**config.mk**
```make
export PLATFORM = sky130hd
export DESIGN_NAME = wcs_cycle_stealer
export DESIGN_NICKNAME = d
export VERILOG_FILES = /design/src/wcs_pkg.sv /design/src/wcs_cycle_stealer.sv
export VERILOG_INCLUDE_DIRS = /design/src
export SDC_FILE = /design/constraint.sdc
export NUM_CORES = 1
export LEC_CHECK = 0
export BUFFER_PORTS_ARGS = -buffer_cell sky130_fd_sc_hd__buf_2
export CORE_MARGIN = 1.5
export CORE_UTILIZATION = 41
export CTS_CLUSTER_DIAMETER = 120
export DETAILED_ROUTE_END_ITERATION = 16
export GPL_ROUTABILITY_DRIVEN = 0
export GPL_TIMING_DRIVEN = 0
export PLACE_DENSITY = 0.73
export SLEW_MARGIN = 20
export SYNTH_ARGS = -nofsm -noshare
export SYNTH_HDL_FRONTEND = slang
export SYNTH_SLANG_ARGS = --single-unit
export TNS_END_PERCENT = 5
```
**constraint.sdc**
```tcl
create_clock -name clk_sys -period 3.4 [get_ports clk_sys]
set_input_delay 0.68 -clock clk_sys [delete_from_list [all_inputs] [get_ports clk_sys]]
set_output_delay 0.68 -clock clk_sys [all_outputs]
set_load 0.02 [all_outputs]
```
**src/wcs_cfg.svh**
```systemverilog
`ifndef WCS_CFG_SVH
`define WCS_CFG_SVH

// Requester slots, lowest index has the highest priority
`define WCS_SRC_SER0 2'h0
`define WCS_SRC_SER4 2'h1
`define WCS_SRC_USB 2'h2
`define WCS_SRC_AUDIO 2'h3
`define WCS_NUM_SRC 4

// Audio words still owed after the first one of a burst
`define WCS_AUDIO_LEFT_TWO 2'h1
`define WCS_AUDIO_LEFT_THREE 2'h2

// Return buffer depth in words
`define WCS_BUF_DEPTH 3'h2

// Reset values
`define WCS_RST_ADDR 16'h0000
`define WCS_RST_BYTE 8'h00
`define WCS_RST_LEFT 2'h0

`endif

```
**src/wcs_pkg.sv**
```systemverilog
package wcs_pkg;

    // Widths of the RAM side
    typedef logic [15:0] wcs_addr_t;
    typedef logic [7:0] wcs_byte_t;
    typedef logic [1:0] wcs_src_t;

    // One RAM cycle asked for by a peripheral
    typedef struct packed {
        logic write;
        wcs_addr_t addr;
        wcs_byte_t wdata;
    } wcs_req_s;

    // One word read back, tagged with its requester
    typedef struct packed {
        wcs_src_t src;
        wcs_byte_t data;
    } wcs_rd_s;

    // Arbiter states
    typedef enum logic [2:0] {
        ST_IDLE = 3'b001,
        ST_STEAL = 3'b010,
        ST_AUDIO = 3'b100
    } wcs_state_e;

endpackage

```
**src/wcs_cycle_stealer.sv**
```systemverilog
`timescale 1ns/1ps
`include "wcs_cfg.svh"

// Contract
// - Serial 0 steals only with continuous transfer enabled
// - Serial 4: one steal per byte request
// - USB packet: one steal per byte request
// - Audio: two or three steals per channel
// - Steal stalls CPU and moves the RAM data
// - Timers and peripherals keep running during steals
// - No new grants in halt or deep standby; an audio burst already granted still finishes its steals
// - Each steal delays the program by one cycle; code keeps the CPU stalled while a full buffer pauses an audio burst
module wcs_cycle_stealer
    import wcs_pkg::*;
(
    input wire logic clk_sys,
    input wire logic reset,
    input wire logic halt_mode,
    input wire logic hold_mode,
    input wire logic continuous_transfer_enable,
    input wire logic audio_three_words,
    input wire logic [3:0] req_valid,
    input wire wcs_req_s [3:0] req_info,
    output logic [3:0] req_grant_q,
    output logic cpu_wait_q,
    output logic ram_en_q,
    output logic ram_we_q,
    output wcs_addr_t ram_addr_q,
    output wcs_byte_t ram_wdata_q,
    input wire wcs_byte_t ram_rdata,
    output logic rd_valid_q,
    output wcs_rd_s rd_word_q,
    input wire logic rd_ready
);

    // Lowest set index wins
    function automatic wcs_src_t pick_first(input logic [3:0] vec);
        wcs_src_t idx;
        idx = `WCS_SRC_AUDIO;
        for (int i = `WCS_NUM_SRC - 1; i >= 0; i--) begin
            if (vec[i]) begin
                idx = wcs_src_t'(i);
            end
        end
        return idx;
    endfunction

    wcs_state_e state_q, state_d; // Arbiter state
    logic [3:0] gnt_d; // Next grant pulses
    logic cpu_wait_d; // Next stall level
    logic ram_en_d; // Next RAM strobe
    logic ram_we_d; // Next RAM direction
    wcs_addr_t addr_d; // Next RAM address
    wcs_byte_t wdata_d; // Next write byte
    wcs_src_t src_q, src_d; // Owner of the cycle on the RAM port
    logic [1:0] left_q, left_d; // Audio words still owed
    logic three_q, three_d; // Audio burst length latched at grant
    logic [3:0] eff; // Requests eligible this cycle
    wcs_src_t win; // Winning slot
    logic free; // Arbiter may start a new steal
    logic aud_go; // Audio burst advances this cycle
    logic low_power; // Halt or deep standby
    logic rd_pend_q; // Read data lands on ram_rdata now
    wcs_src_t rd_src_q; // Owner of that read
    logic push, pop; // Return buffer transfers
    logic [2:0] occ_n; // Buffer fill after this edge
    logic room; // Space reserved for one more read
    logic v1_q; // Second buffer slot holds a word
    wcs_rd_s e1_q; // Second buffer slot

    assign low_power = halt_mode | hold_mode;

    // Return buffer accounting; reads in flight are counted so none can overflow
    assign push = rd_pend_q;
    assign pop = rd_valid_q & rd_ready;
    assign occ_n = 3'(rd_valid_q) + 3'(v1_q) + 3'(push) - 3'(pop);
    assign room = (occ_n + 3'(ram_en_q & ~ram_we_q)) < `WCS_BUF_DEPTH;

    // Eligible requests per slot
    genvar g;
    generate
        for (g = 0; g < `WCS_NUM_SRC; g++) begin : g_elig
            if (g == 0) begin : g_serial_channel_0
                // Only continuous mode with the enable bit asks for RAM
                assign eff[g] = req_valid[g] & continuous_transfer_enable
                    & ~req_grant_q[g] & ~low_power
                    & (req_info[g].write | room);
            end else begin : g_other
                // A slot granted last cycle is still dropping its request
                assign eff[g] = req_valid[g] & ~req_grant_q[g]
                    & ~low_power
                    & (req_info[g].write | room);
            end
        end
    endgenerate

    assign win = pick_first(eff);

    // Next-state decode of the arbiter
    always_comb begin
        state_d = state_q;
        gnt_d = 4'h0;
        cpu_wait_d = 1'b0;
        ram_en_d = 1'b0;
        ram_we_d = ram_we_q;
        addr_d = ram_addr_q;
        wdata_d = ram_wdata_q;
        src_d = src_q;
        left_d = left_q;
        three_d = three_q;
        free = 1'b0;
        aud_go = 1'b0;
        unique case (state_q)
            ST_IDLE, ST_STEAL: begin
                free = 1'b1;
            end
            ST_AUDIO: begin
                if (left_q == `WCS_RST_LEFT) begin
                    // Last word on the port now, next steal may follow
                    free = 1'b1;
                end else begin
                    // Stall holds even while a full buffer pauses the burst
                    cpu_wait_d = 1'b1;
                    aud_go = ram_we_q | room;
                    if (aud_go) begin
                        ram_en_d = 1'b1;
                        addr_d = ram_addr_q + 16'h0001;
                        wdata_d = req_info[`WCS_SRC_AUDIO].wdata;
                        left_d = left_q - 2'h1;
                    end
                end
            end
            default: begin
                // Illegal code recovers through idle
                free = 1'b1;
            end
        endcase
        if (free) begin
            state_d = ST_IDLE;
            if (|eff) begin
                // One stolen cycle: CPU stalls while RAM serves the peripheral
                gnt_d[win] = 1'b1;
                cpu_wait_d = 1'b1;
                ram_en_d = 1'b1;
                ram_we_d = req_info[win].write;
                addr_d = req_info[win].addr;
                wdata_d = req_info[win].wdata;
                src_d = win;
                if (win == `WCS_SRC_AUDIO) begin
                    state_d = ST_AUDIO;
                    three_d = audio_three_words;
                    left_d = audio_three_words ? `WCS_AUDIO_LEFT_THREE
                                               : `WCS_AUDIO_LEFT_TWO;
                end else begin
                    // Serial and USB take exactly one cycle per request
                    state_d = ST_STEAL;
                    left_d = `WCS_RST_LEFT;
                end
            end
        end
    end

    // Arbiter state and RAM port registers
    always_ff @(posedge clk_sys or posedge reset) begin
        if (reset) begin
            state_q <= ST_IDLE;
            req_grant_q <= 4'h0;
            ram_en_q <= 1'b0;
            ram_we_q <= 1'b0;
            ram_addr_q <= `WCS_RST_ADDR;
            ram_wdata_q <= `WCS_RST_BYTE;
            src_q <= `WCS_SRC_SER0;
            left_q <= `WCS_RST_LEFT;
            three_q <= 1'b0;
        end else begin
            state_q <= state_d;
            req_grant_q <= gnt_d;
            ram_en_q <= ram_en_d;
            ram_we_q <= ram_we_d;
            ram_addr_q <= addr_d;
            ram_wdata_q <= wdata_d;
            src_q <= src_d;
            left_q <= left_d;
            three_q <= three_d;
        end
    end

    // CPU stall; only the sequencer is held, no clock is gated
    always_ff @(posedge clk_sys or posedge reset) begin
        if (reset) begin
            cpu_wait_q <= 1'b0;
        end else begin
            cpu_wait_q <= cpu_wait_d;
        end
    end

    // Synchronous RAM answers one cycle after the strobe
    always_ff @(posedge clk_sys or posedge reset) begin
        if (reset) begin
            rd_pend_q <= 1'b0;
            rd_src_q <= `WCS_SRC_SER0;
        end else begin
            rd_pend_q <= ram_en_q & ~ram_we_q;
            rd_src_q <= src_q;
        end
    end

    // Two-entry return buffer; head slot drives the outputs directly
    always_ff @(posedge clk_sys or posedge reset) begin
        if (reset) begin
            rd_valid_q <= 1'b0;
            rd_word_q <= '0;
            v1_q <= 1'b0;
            e1_q <= '0;
        end else begin
            if (push && pop) begin
                if (v1_q) begin
                    rd_word_q <= e1_q;
                    e1_q <= '{src: rd_src_q, data: ram_rdata};
                end else begin
                    rd_word_q <= '{src: rd_src_q, data: ram_rdata};
                end
            end else if (pop) begin
                // Head drains, second word moves up
                rd_word_q <= e1_q;
                rd_valid_q <= v1_q;
                v1_q <= 1'b0;
            end else if (push) begin
                if (!rd_valid_q) begin
                    rd_word_q <= '{src: rd_src_q, data: ram_rdata};
                    rd_valid_q <= 1'b1;
                end else begin
                    e1_q <= '{src: rd_src_q, data: ram_rdata};
                    v1_q <= 1'b1;
                end
            end
        end
    end

    // Checks on the arbiter and buffer
    serial0_gate_a: assert property (@(posedge clk_sys) disable iff (reset)
        !continuous_transfer_enable |=> !req_grant_q[0])
        else $error("serial 0 granted without continuous enable");

    serial4_single_a: assert property (@(posedge clk_sys) disable iff (reset)
        req_grant_q[1] |-> cpu_wait_q && ram_en_q ##1 !req_grant_q[1])
        else $error("serial 4 steal not a single cycle");

    usb_single_a: assert property (@(posedge clk_sys) disable iff (reset)
        req_grant_q[2] |-> state_q == ST_STEAL && src_q == `WCS_SRC_USB)
        else $error("usb steal not recorded as single steal");

    audio_len_a: assert property (@(posedge clk_sys) disable iff (reset)
        req_grant_q[3] |-> state_q == ST_AUDIO
            && left_q == (three_q ? `WCS_AUDIO_LEFT_THREE : `WCS_AUDIO_LEFT_TWO))
        else $error("audio burst length wrong");

    audio_step_a: assert property (@(posedge clk_sys) disable iff (reset)
        (state_q == ST_AUDIO && left_q != 2'h0 && aud_go)
            |=> ram_en_q && cpu_wait_q && left_q == $past(left_q) - 2'h1)
        else $error("audio burst did not advance");

    steal_stalls_a: assert property (@(posedge clk_sys) disable iff (reset)
        req_grant_q != 4'h0 |-> cpu_wait_q && ram_en_q
            && ram_addr_q == $past(req_info[win].addr))
        else $error("grant without stall or address");

    buffer_safe_a: assert property (@(posedge clk_sys) disable iff (reset)
        push && !pop |-> !(rd_valid_q && v1_q))
        else $error("read word pushed into full buffer");

    low_power_quiet_a: assert property (@(posedge clk_sys) disable iff (reset)
        (halt_mode || hold_mode) |=> req_grant_q == 4'h0)
        else $error("steal granted in low power mode");

    single_cycle_a: assert property (@(posedge clk_sys) disable iff (reset)
        (state_q == ST_STEAL && cpu_wait_q) |-> $onehot(req_grant_q[2:0]))
        else $error("single steal stalled without a grant");

    grant_onehot_a: assert property (@(posedge clk_sys) disable iff (reset)
        $onehot0(req_grant_q) && (!req_grant_q[0] || $past(req_valid[0])))
        else $error("grant not one-hot or not requested");

endmodule

```
== Word-level counts from Yosys, hierarchy flattened ==
Cells that the tools add are included.

* Register bits: 63
* Output and inout port bits: 42
* Logic and storage cells: 129

* Add/sub/neg operators: 6
* $lt $le $gt $ge: 3
* Equal/unequal tests: 5
* Multiplexer cells: 54
* Bitwise logic cells: 30
* Reductions and logical operators: 14

{| class="wikitable"
|+ Operator list
! cell !! count
|-
| $mux 10 || 10
|-
| $mux 16 || 5
|-
| $bmux 25 s2 || 1
|-
| $mux 8 || 5
|-
| $mux 25 || 1
|-
| $mux 1 || 18
|-
| $mux 2 || 9
|-
| $add 16x1->16 const B || 1
|-
| $and 1x1->1 || 15
|-
| $mux 4 || 2
|-
| $reduce_bool 2->1 || 4
|-
| $not 1->1 || 7
|-
| $mux 3 || 2
|-
| $or 1x1->1 || 6
|-
| $reduce_and 2->1 || 3
|-
| $reduce_and 4->1 || 1
|-
| $reduce_or 4->1 || 1
|-
| $add 2x1->3 || 1
|-
| $add 3x3->3 || 1
|-
| $and 1x3->3 || 1
|-
| $eq 3x3->1 const B || 1
|-
| $lt 2x3->1 const B || 1
|-
| $lt 3x2->1 const B || 1
|-
| $ne 3x1->1 const B || 1
|-
| other kinds (13) || 14
|}

== Logic depth before layout (Yosys ltp) ==
* Word-level depth: 16
* Depth in mapped cells: 14

== Least setup slack after synthesis ==
Ideal clock, no wire load.

* Kind: input to register
* From: in rd_ready
* To: reg ram_addr_q[3]
* Setup time: 0.127 ns
* Arrival time: 3.433 ns
* Data required time: 3.273 ns
* Setup slack: -0.160 ns
* Stages: 13
* Cell sequence: nand2_1 inv_1 ha_1 fa_1 nor2_1 fa_1 xor2_2 nor2_2 o21a_1 buf_4 mux2_1 a222oi_1 o21ai_1

* Cells in the longest elaborated chain, start to end: 13
* Elaborated cells on any way between the ends: 24
* Classes of those cells: 2 x add/sub; 1 x order compare; 10 x mux; 10 x bitwise; 1 x reduce/logical

{| class="wikitable"
|+ RTL lines
! element !! RTL line !! source
|-
| start, declared || wcs_cycle_stealer.sv:33 || <nowiki>input wire logic rd_ready</nowiki>
|-
| $and 1x1->1 * || wcs_cycle_stealer.sv:75 || <nowiki>assign pop = rd_valid_q & rd_ready;</nowiki>
|-
| $sub 3x1->3 * || wcs_cycle_stealer.sv:76 || <nowiki>assign occ_n = 3'(rd_valid_q) + 3'(v1_q) + 3'(push) - 3'(pop);</nowiki>
|-
| $add 3x3->3 * || wcs_cycle_stealer.sv:77 || <nowiki>assign room = (occ_n + 3'(ram_en_q & ~ram_we_q)) < `WCS_BUF_DEPTH;</nowiki>
|-
| $lt 3x2->1 (no source line) * || n/a ||
|-
| $or 1x1->1 || wcs_cycle_stealer.sv:92 || <nowiki>& (req_info[g].write | room);</nowiki>
|-
| $and 1x1->1 || wcs_cycle_stealer.sv:92 ||
|-
| $mux 1 || wcs_cycle_stealer.sv:41 || <nowiki>if (vec[i]) begin</nowiki>
|-
| $mux 2 (2 in series) || wcs_cycle_stealer.sv:41 ||
|-
| $bmux 25 s2 || wcs_cycle_stealer.sv:146 || <nowiki>addr_d = req_info[win].addr;</nowiki>
|-
| $mux 25 || n/a ||
|-
| $mux 16 || wcs_cycle_stealer.sv:140 || <nowiki>if (|eff) begin</nowiki>
|-
| $mux 16 * || wcs_cycle_stealer.sv:138 || <nowiki>if (free) begin</nowiki>
|-
| via addr_d[3] || wcs_cycle_stealer.sv:53 || <nowiki>wcs_addr_t addr_d;</nowiki>
|-
| end signal, assigned || wcs_cycle_stealer.sv:170 || <nowiki>ram_addr_q <= `WCS_RST_ADDR;</nowiki>
|-
| end signal, assigned || wcs_cycle_stealer.sv:180 || <nowiki>ram_addr_q <= addr_d;</nowiki>
|-
| end, declared || wcs_cycle_stealer.sv:28 || <nowiki>output wcs_addr_t ram_addr_q,</nowiki>
|}

The timed path passes the listed nets; every way through them passes the cells marked *. The select of a mux whose other input is x is not followed.
A chain may end at the register's enable or synchronous reset.

== Final worst setup path ==
Same ends and word-level chain as after synthesis.

==> flow_results.org <==
** Floorplan
- The floorplan has 35 rows.
- The floorplan step defined a die boundary enclosing 0.0100 mm^2.
- The initial utilization of the core area, before any placement, comes to 42.1%.
- Total I/O pin count :: 161
- Vertical die dimension :: 100 um
- The floorplan step set the die width to 100 um.
- After floorplanning, the core was sized to cover 0.00920 mm^2.

** Logic synthesis
- The synthesized design contains 63 register bits.
- In the synthesized netlist the async set-or-reset flop fraction comes to 100%.
- In this run, synthesis inferred 0 flip-flops with an integrated enable.
- The average instance in the mapped netlist occupies 9.98 um^2.
- After synthesis, the largest area contributor takes up 40.1% of total cell area.
- Main area contributors after synthesis :: sky130_fd_sc_hd__dfrtp_1, sky130_fd_sc_hd__mux2i_1, sky130_fd_sc_hd__nand2_1
- The cell count after synthesis came out at 388.
- The synthesized netlist occupies a cell area of 0.00387 mm^2.
- Number of unique standard cell types used by synthesis :: 60
- Post-Synthesis Net Count :: 514
- Register area share after synthesis :: 40.8%
- For this run, the leading register cell type out of synthesis is sky130_fd_sc_hd__dfrtp_1.
- Summed over all instances, the cell type with the most area after synthesis is sky130_fd_sc_hd__dfrtp_1.
- Yosys printed 0 warnings.

** Setup path
- Critical Path Sink Type :: register
- FF-to-FF setup slack :: 40 ps
- STA puts the critical path data arrival time at 3590 ps.
- STA classifies the critical path startpoint as an input port.
- Tracing the worst setup path back leads to its startpoint at rd_ready.
- The worst setup path is of the input port to register kind.
- The worst register-to-register path begins at rd_valid_q.
- Required time of the critical path :: 3610 ps
- Along the worst path, the maximum fanout reaches 5.

** Global route
- Entering global routing, the biggest net connects 34 pins.
- For this run, global-route usage on met2 was measured as 42.8%.
- The first global-routing pass estimated 19000 um of wire.
- Antenna violations before repair :: 0
- For met1 alone, demand over resource in global routing was 30.0%.
- Global routing finished with a remaining overflow of 0.
- Met3 demand-to-capacity share in global routing :: 5.50%
- Across every metal layer, demand over resource in global routing totals 24.6%.
- The number of global-route vias before repair was 3801.
- In this run the most used layer during global routing was met2.

** Power
- In this run the static leakage power is 2.51 nW.
- For this design the total switching power over the nets is 1.97 mW.
- Power spread over the standard cell area amounts to 862 mW/mm^2.
- Of the total power, the clock network draws 15.0%.
- Power consumption :: 4.44 mW
- Switching power as a share of total power :: 44.3%
- Share of power burned in registers :: 30.6%
- Combinational share of power :: 54.3%
- Across the VDD grid, the largest voltage drop is 0.423 mV.
- Power Internal :: 2.47 mW

** Clock tree
- Maximum buffer depth of the clock tree :: 2
- Clock buffers created by TritonCTS :: 9
- CTS built an H-tree with a depth of 3.
- Worst-path clk slew :: 70 ps
- Clock root cell :: sky130_fd_sc_hd__clkbuf_8
- TritonCTS built the clock tree.
- For this design, the sink count on the clock tree is 63.
- Clock insertion delay at the later pin of the skew report :: 330 ps

** Timing
- Hold is met by 346 ps.
- Max frequency :: 295 MHz
- Summed over all failing endpoints, the final setup total negative slack is 0 ps.
- The worst path needs 3390 ps of the cycle, external delays included.
- Unrepaired setup endpoints after global routing :: true
- Worst relative slew slack :: 47.8%
- Number of endpoints failing setup at the final stage :: 0
- Transition time at the pin with the least slew margin :: 783 ps
- The total count of max-transition violations in the final report was 0.
- Final Hold Violating Endpoints :: 0
- Once routing completed, OpenROAD measured the worst setup slack at 13.3 ps.
- Worst Clk Skew :: 4.99 ps
- Share of the cycle needed by the critical path after routing :: 99.6%

** Layout
- The net count of the finished layout is 689.
- 0 antenna diodes ended up in the layout.
- Area Growth Syn to Fin :: 33.0%
- With fillers left out, the area of the finished cells amounts to 0.00515 mm^2.
- After the flow finishes, the layout carries non-filler instances totaling 678.
- At the end of the flow the core is filled with cells to 56.0%.
- Total of fill cells in the finished design :: 831
- In the final layout, the share of cells above drive strength 1 is 42.7%.

** Routing
- Routed Antenna Nets :: 0
- Total number of vias :: 3793
- After detailed routing, the total wire length is 12200 um.
- Vias per inst :: 5.59
- The first TritonRoute pass finished after 5 iterations.
- Post-route DRC :: 0
- In the final routed layout, each cell accounts on average for 18.0 um.
- 1st-iter DRT viols :: 204

** Placement
- DP Area :: 0.00485 mm^2
- Place WS :: -498 ps
- Placed cell count :: 660
- The wire-length estimate of the detail-placed layout is 9150 um.
- Number of port buffers :: 160

** Job
- Max cap viols :: 0

** Worst hold path
- Tightest Hold Check Type :: input port to async pin

** Run status
- Run status :: finished, final reports clean
cells by family after synthesis:
family	after synthesis	share of synthesized area, %
buffers and inverters	38	5.17
xor gates and xnor gates	17	4.04
AOI/OAI and AO/OA	110	21.3
adders and majority gates	7	2.65
DFF	63	40.8
and+or+nand+nor	111	14.8
muxes	42	11.2
flip-flops by register name, summed over array words and instances, names as in the netlist, 2 cells and up:
register / flops
ram_wdata_q: 8
rd_src_q: 2
rd_word_q: 10
src_q: 2
left_q: 2
req_grant_q: 4
ram_addr_q: 16
e1_q: 10
state_q: 3
cell usage in the layout (no fill, tap or decap), types with 4 or more instances in the layout:
cell,n
sky130_fd_sc_hd__dfrtp_1,62
sky130_fd_sc_hd__nand3_1,7
sky130_fd_sc_hd__clkbuf_2,5
sky130_fd_sc_hd__nor3_1,11
sky130_fd_sc_hd__buf_4,6
sky130_fd_sc_hd__o21ai_1,4
sky130_fd_sc_hd__clkbuf_8,11
sky130_fd_sc_hd__nand2_1,44
sky130_fd_sc_hd__xor2_1,4
sky130_fd_sc_hd__clkbuf_1,6
sky130_fd_sc_hd__ha_1,4
sky130_fd_sc_hd__inv_1,12
sky130_fd_sc_hd__o21ai_0,20
sky130_fd_sc_hd__a32oi_1,9
sky130_fd_sc_hd__a21oi_1,21
sky130_fd_sc_hd__nor2_1,25
sky130_fd_sc_hd__xnor2_1,12
sky130_fd_sc_hd__a211o_1,17
sky130_fd_sc_hd__mux2i_1,30
sky130_fd_sc_hd__mux2_2,11
sky130_fd_sc_hd__buf_2,162
sky130_fd_sc_hd__buf_6,5
sky130_fd_sc_hd__a22oi_2,8
synth_stat cells, drive strengths merged (3+ instances only):
| cell | count |
|---|---|
| xnor2 | 12 |
| a21o | 3 |
| dfrtp | 62 |
| xor2 | 5 |
| and3 | 3 |
| nand3 | 7 |
| clkbuf | 11 |
| nor2 | 27 |
| nor3 | 13 |
| mux2i | 30 |
| inv | 14 |
| nand2 | 46 |
| a22oi | 10 |
| a2111oi | 3 |
| o21ai | 27 |
| a21oi | 21 |
| buf | 13 |
| ha | 5 |
| a31oi | 3 |
| nor4b | 4 |
| a32oi | 9 |
| a211o | 17 |
| mux2 | 12 |
area by class of cell:
cell class	count	area (um^2)	share of cell area [%]
inverters	14	55.1	1.07
plain buffers	24	175	3.40
clock inverters	3	42.5	0.826
well taps	111	139	2.70
repair buffers	164	843	16.4
multi-input cells	287	2160	42.0
clock buffers	12	155	3.01
flip-flops and latches	63	1580	30.7
path summary, 6_finish.rpt:
kind                                 endpoint  cells past startpoint
worst min register to register    rd_src_q[1]                      0
min in group clk_sys              rd_src_q[1]                      0
max in group asynchronous          state_q[0]                      3
worst min-delay path             rd_word_q[3]                      2
worst max-delay path            ram_addr_q[3]                     14
worst max register to register  ram_addr_q[3]                     13
critical path, stage by stage:
cell and delay [ps]:
sky130_fd_sc_hd__buf_2 120, sky130_fd_sc_hd__nand2_2 100, sky130_fd_sc_hd__inv_2 70, sky130_fd_sc_hd__ha_4 220, sky130_fd_sc_hd__fa_1 500, sky130_fd_sc_hd__nor2_2 40, sky130_fd_sc_hd__fa_2 370, sky130_fd_sc_hd__xor2_4 200
sky130_fd_sc_hd__nor2_4 220, sky130_fd_sc_hd__o21a_1 180, sky130_fd_sc_hd__buf_6 140, sky130_fd_sc_hd__mux2_1 320, sky130_fd_sc_hd__a222oi_1 310, sky130_fd_sc_hd__o21ai_1 110
per-layer routing:
layer  vias up  share of wire [%]
met5         -                  0
met4         0                1.8
met3        19                7.1
met2       166                 50
met1      1843                 41
li1       1765                  -
power groups by stage:
| stage | registers, mW | logic (mW) | clock network, mW |
|---|---|---|---|
| final | 1.36 | 2.41 | 0.667 |
| after CTS | 1.36 | 2.27 | 0.679 |
| after floorplan | 1.59 | 1.33 | 0 |
| after detailed placement | 1.37 | 2.25 | 0 |
| after global routing | 1.40 | 2.60 | 0.712 |
| after global placement | 1.34 | 2.18 | 0 |
timing repair:
action | 4_1_cts | 5_1_grt
hold buffers | 0 | 0
setup buffers | 3 | 0
pin swaps | 1 | 1
resized for setup | 8 | 16
endpoints found under the setup margin | 27 | 31
Note: power is estimated with default switching activity, not from simulation.
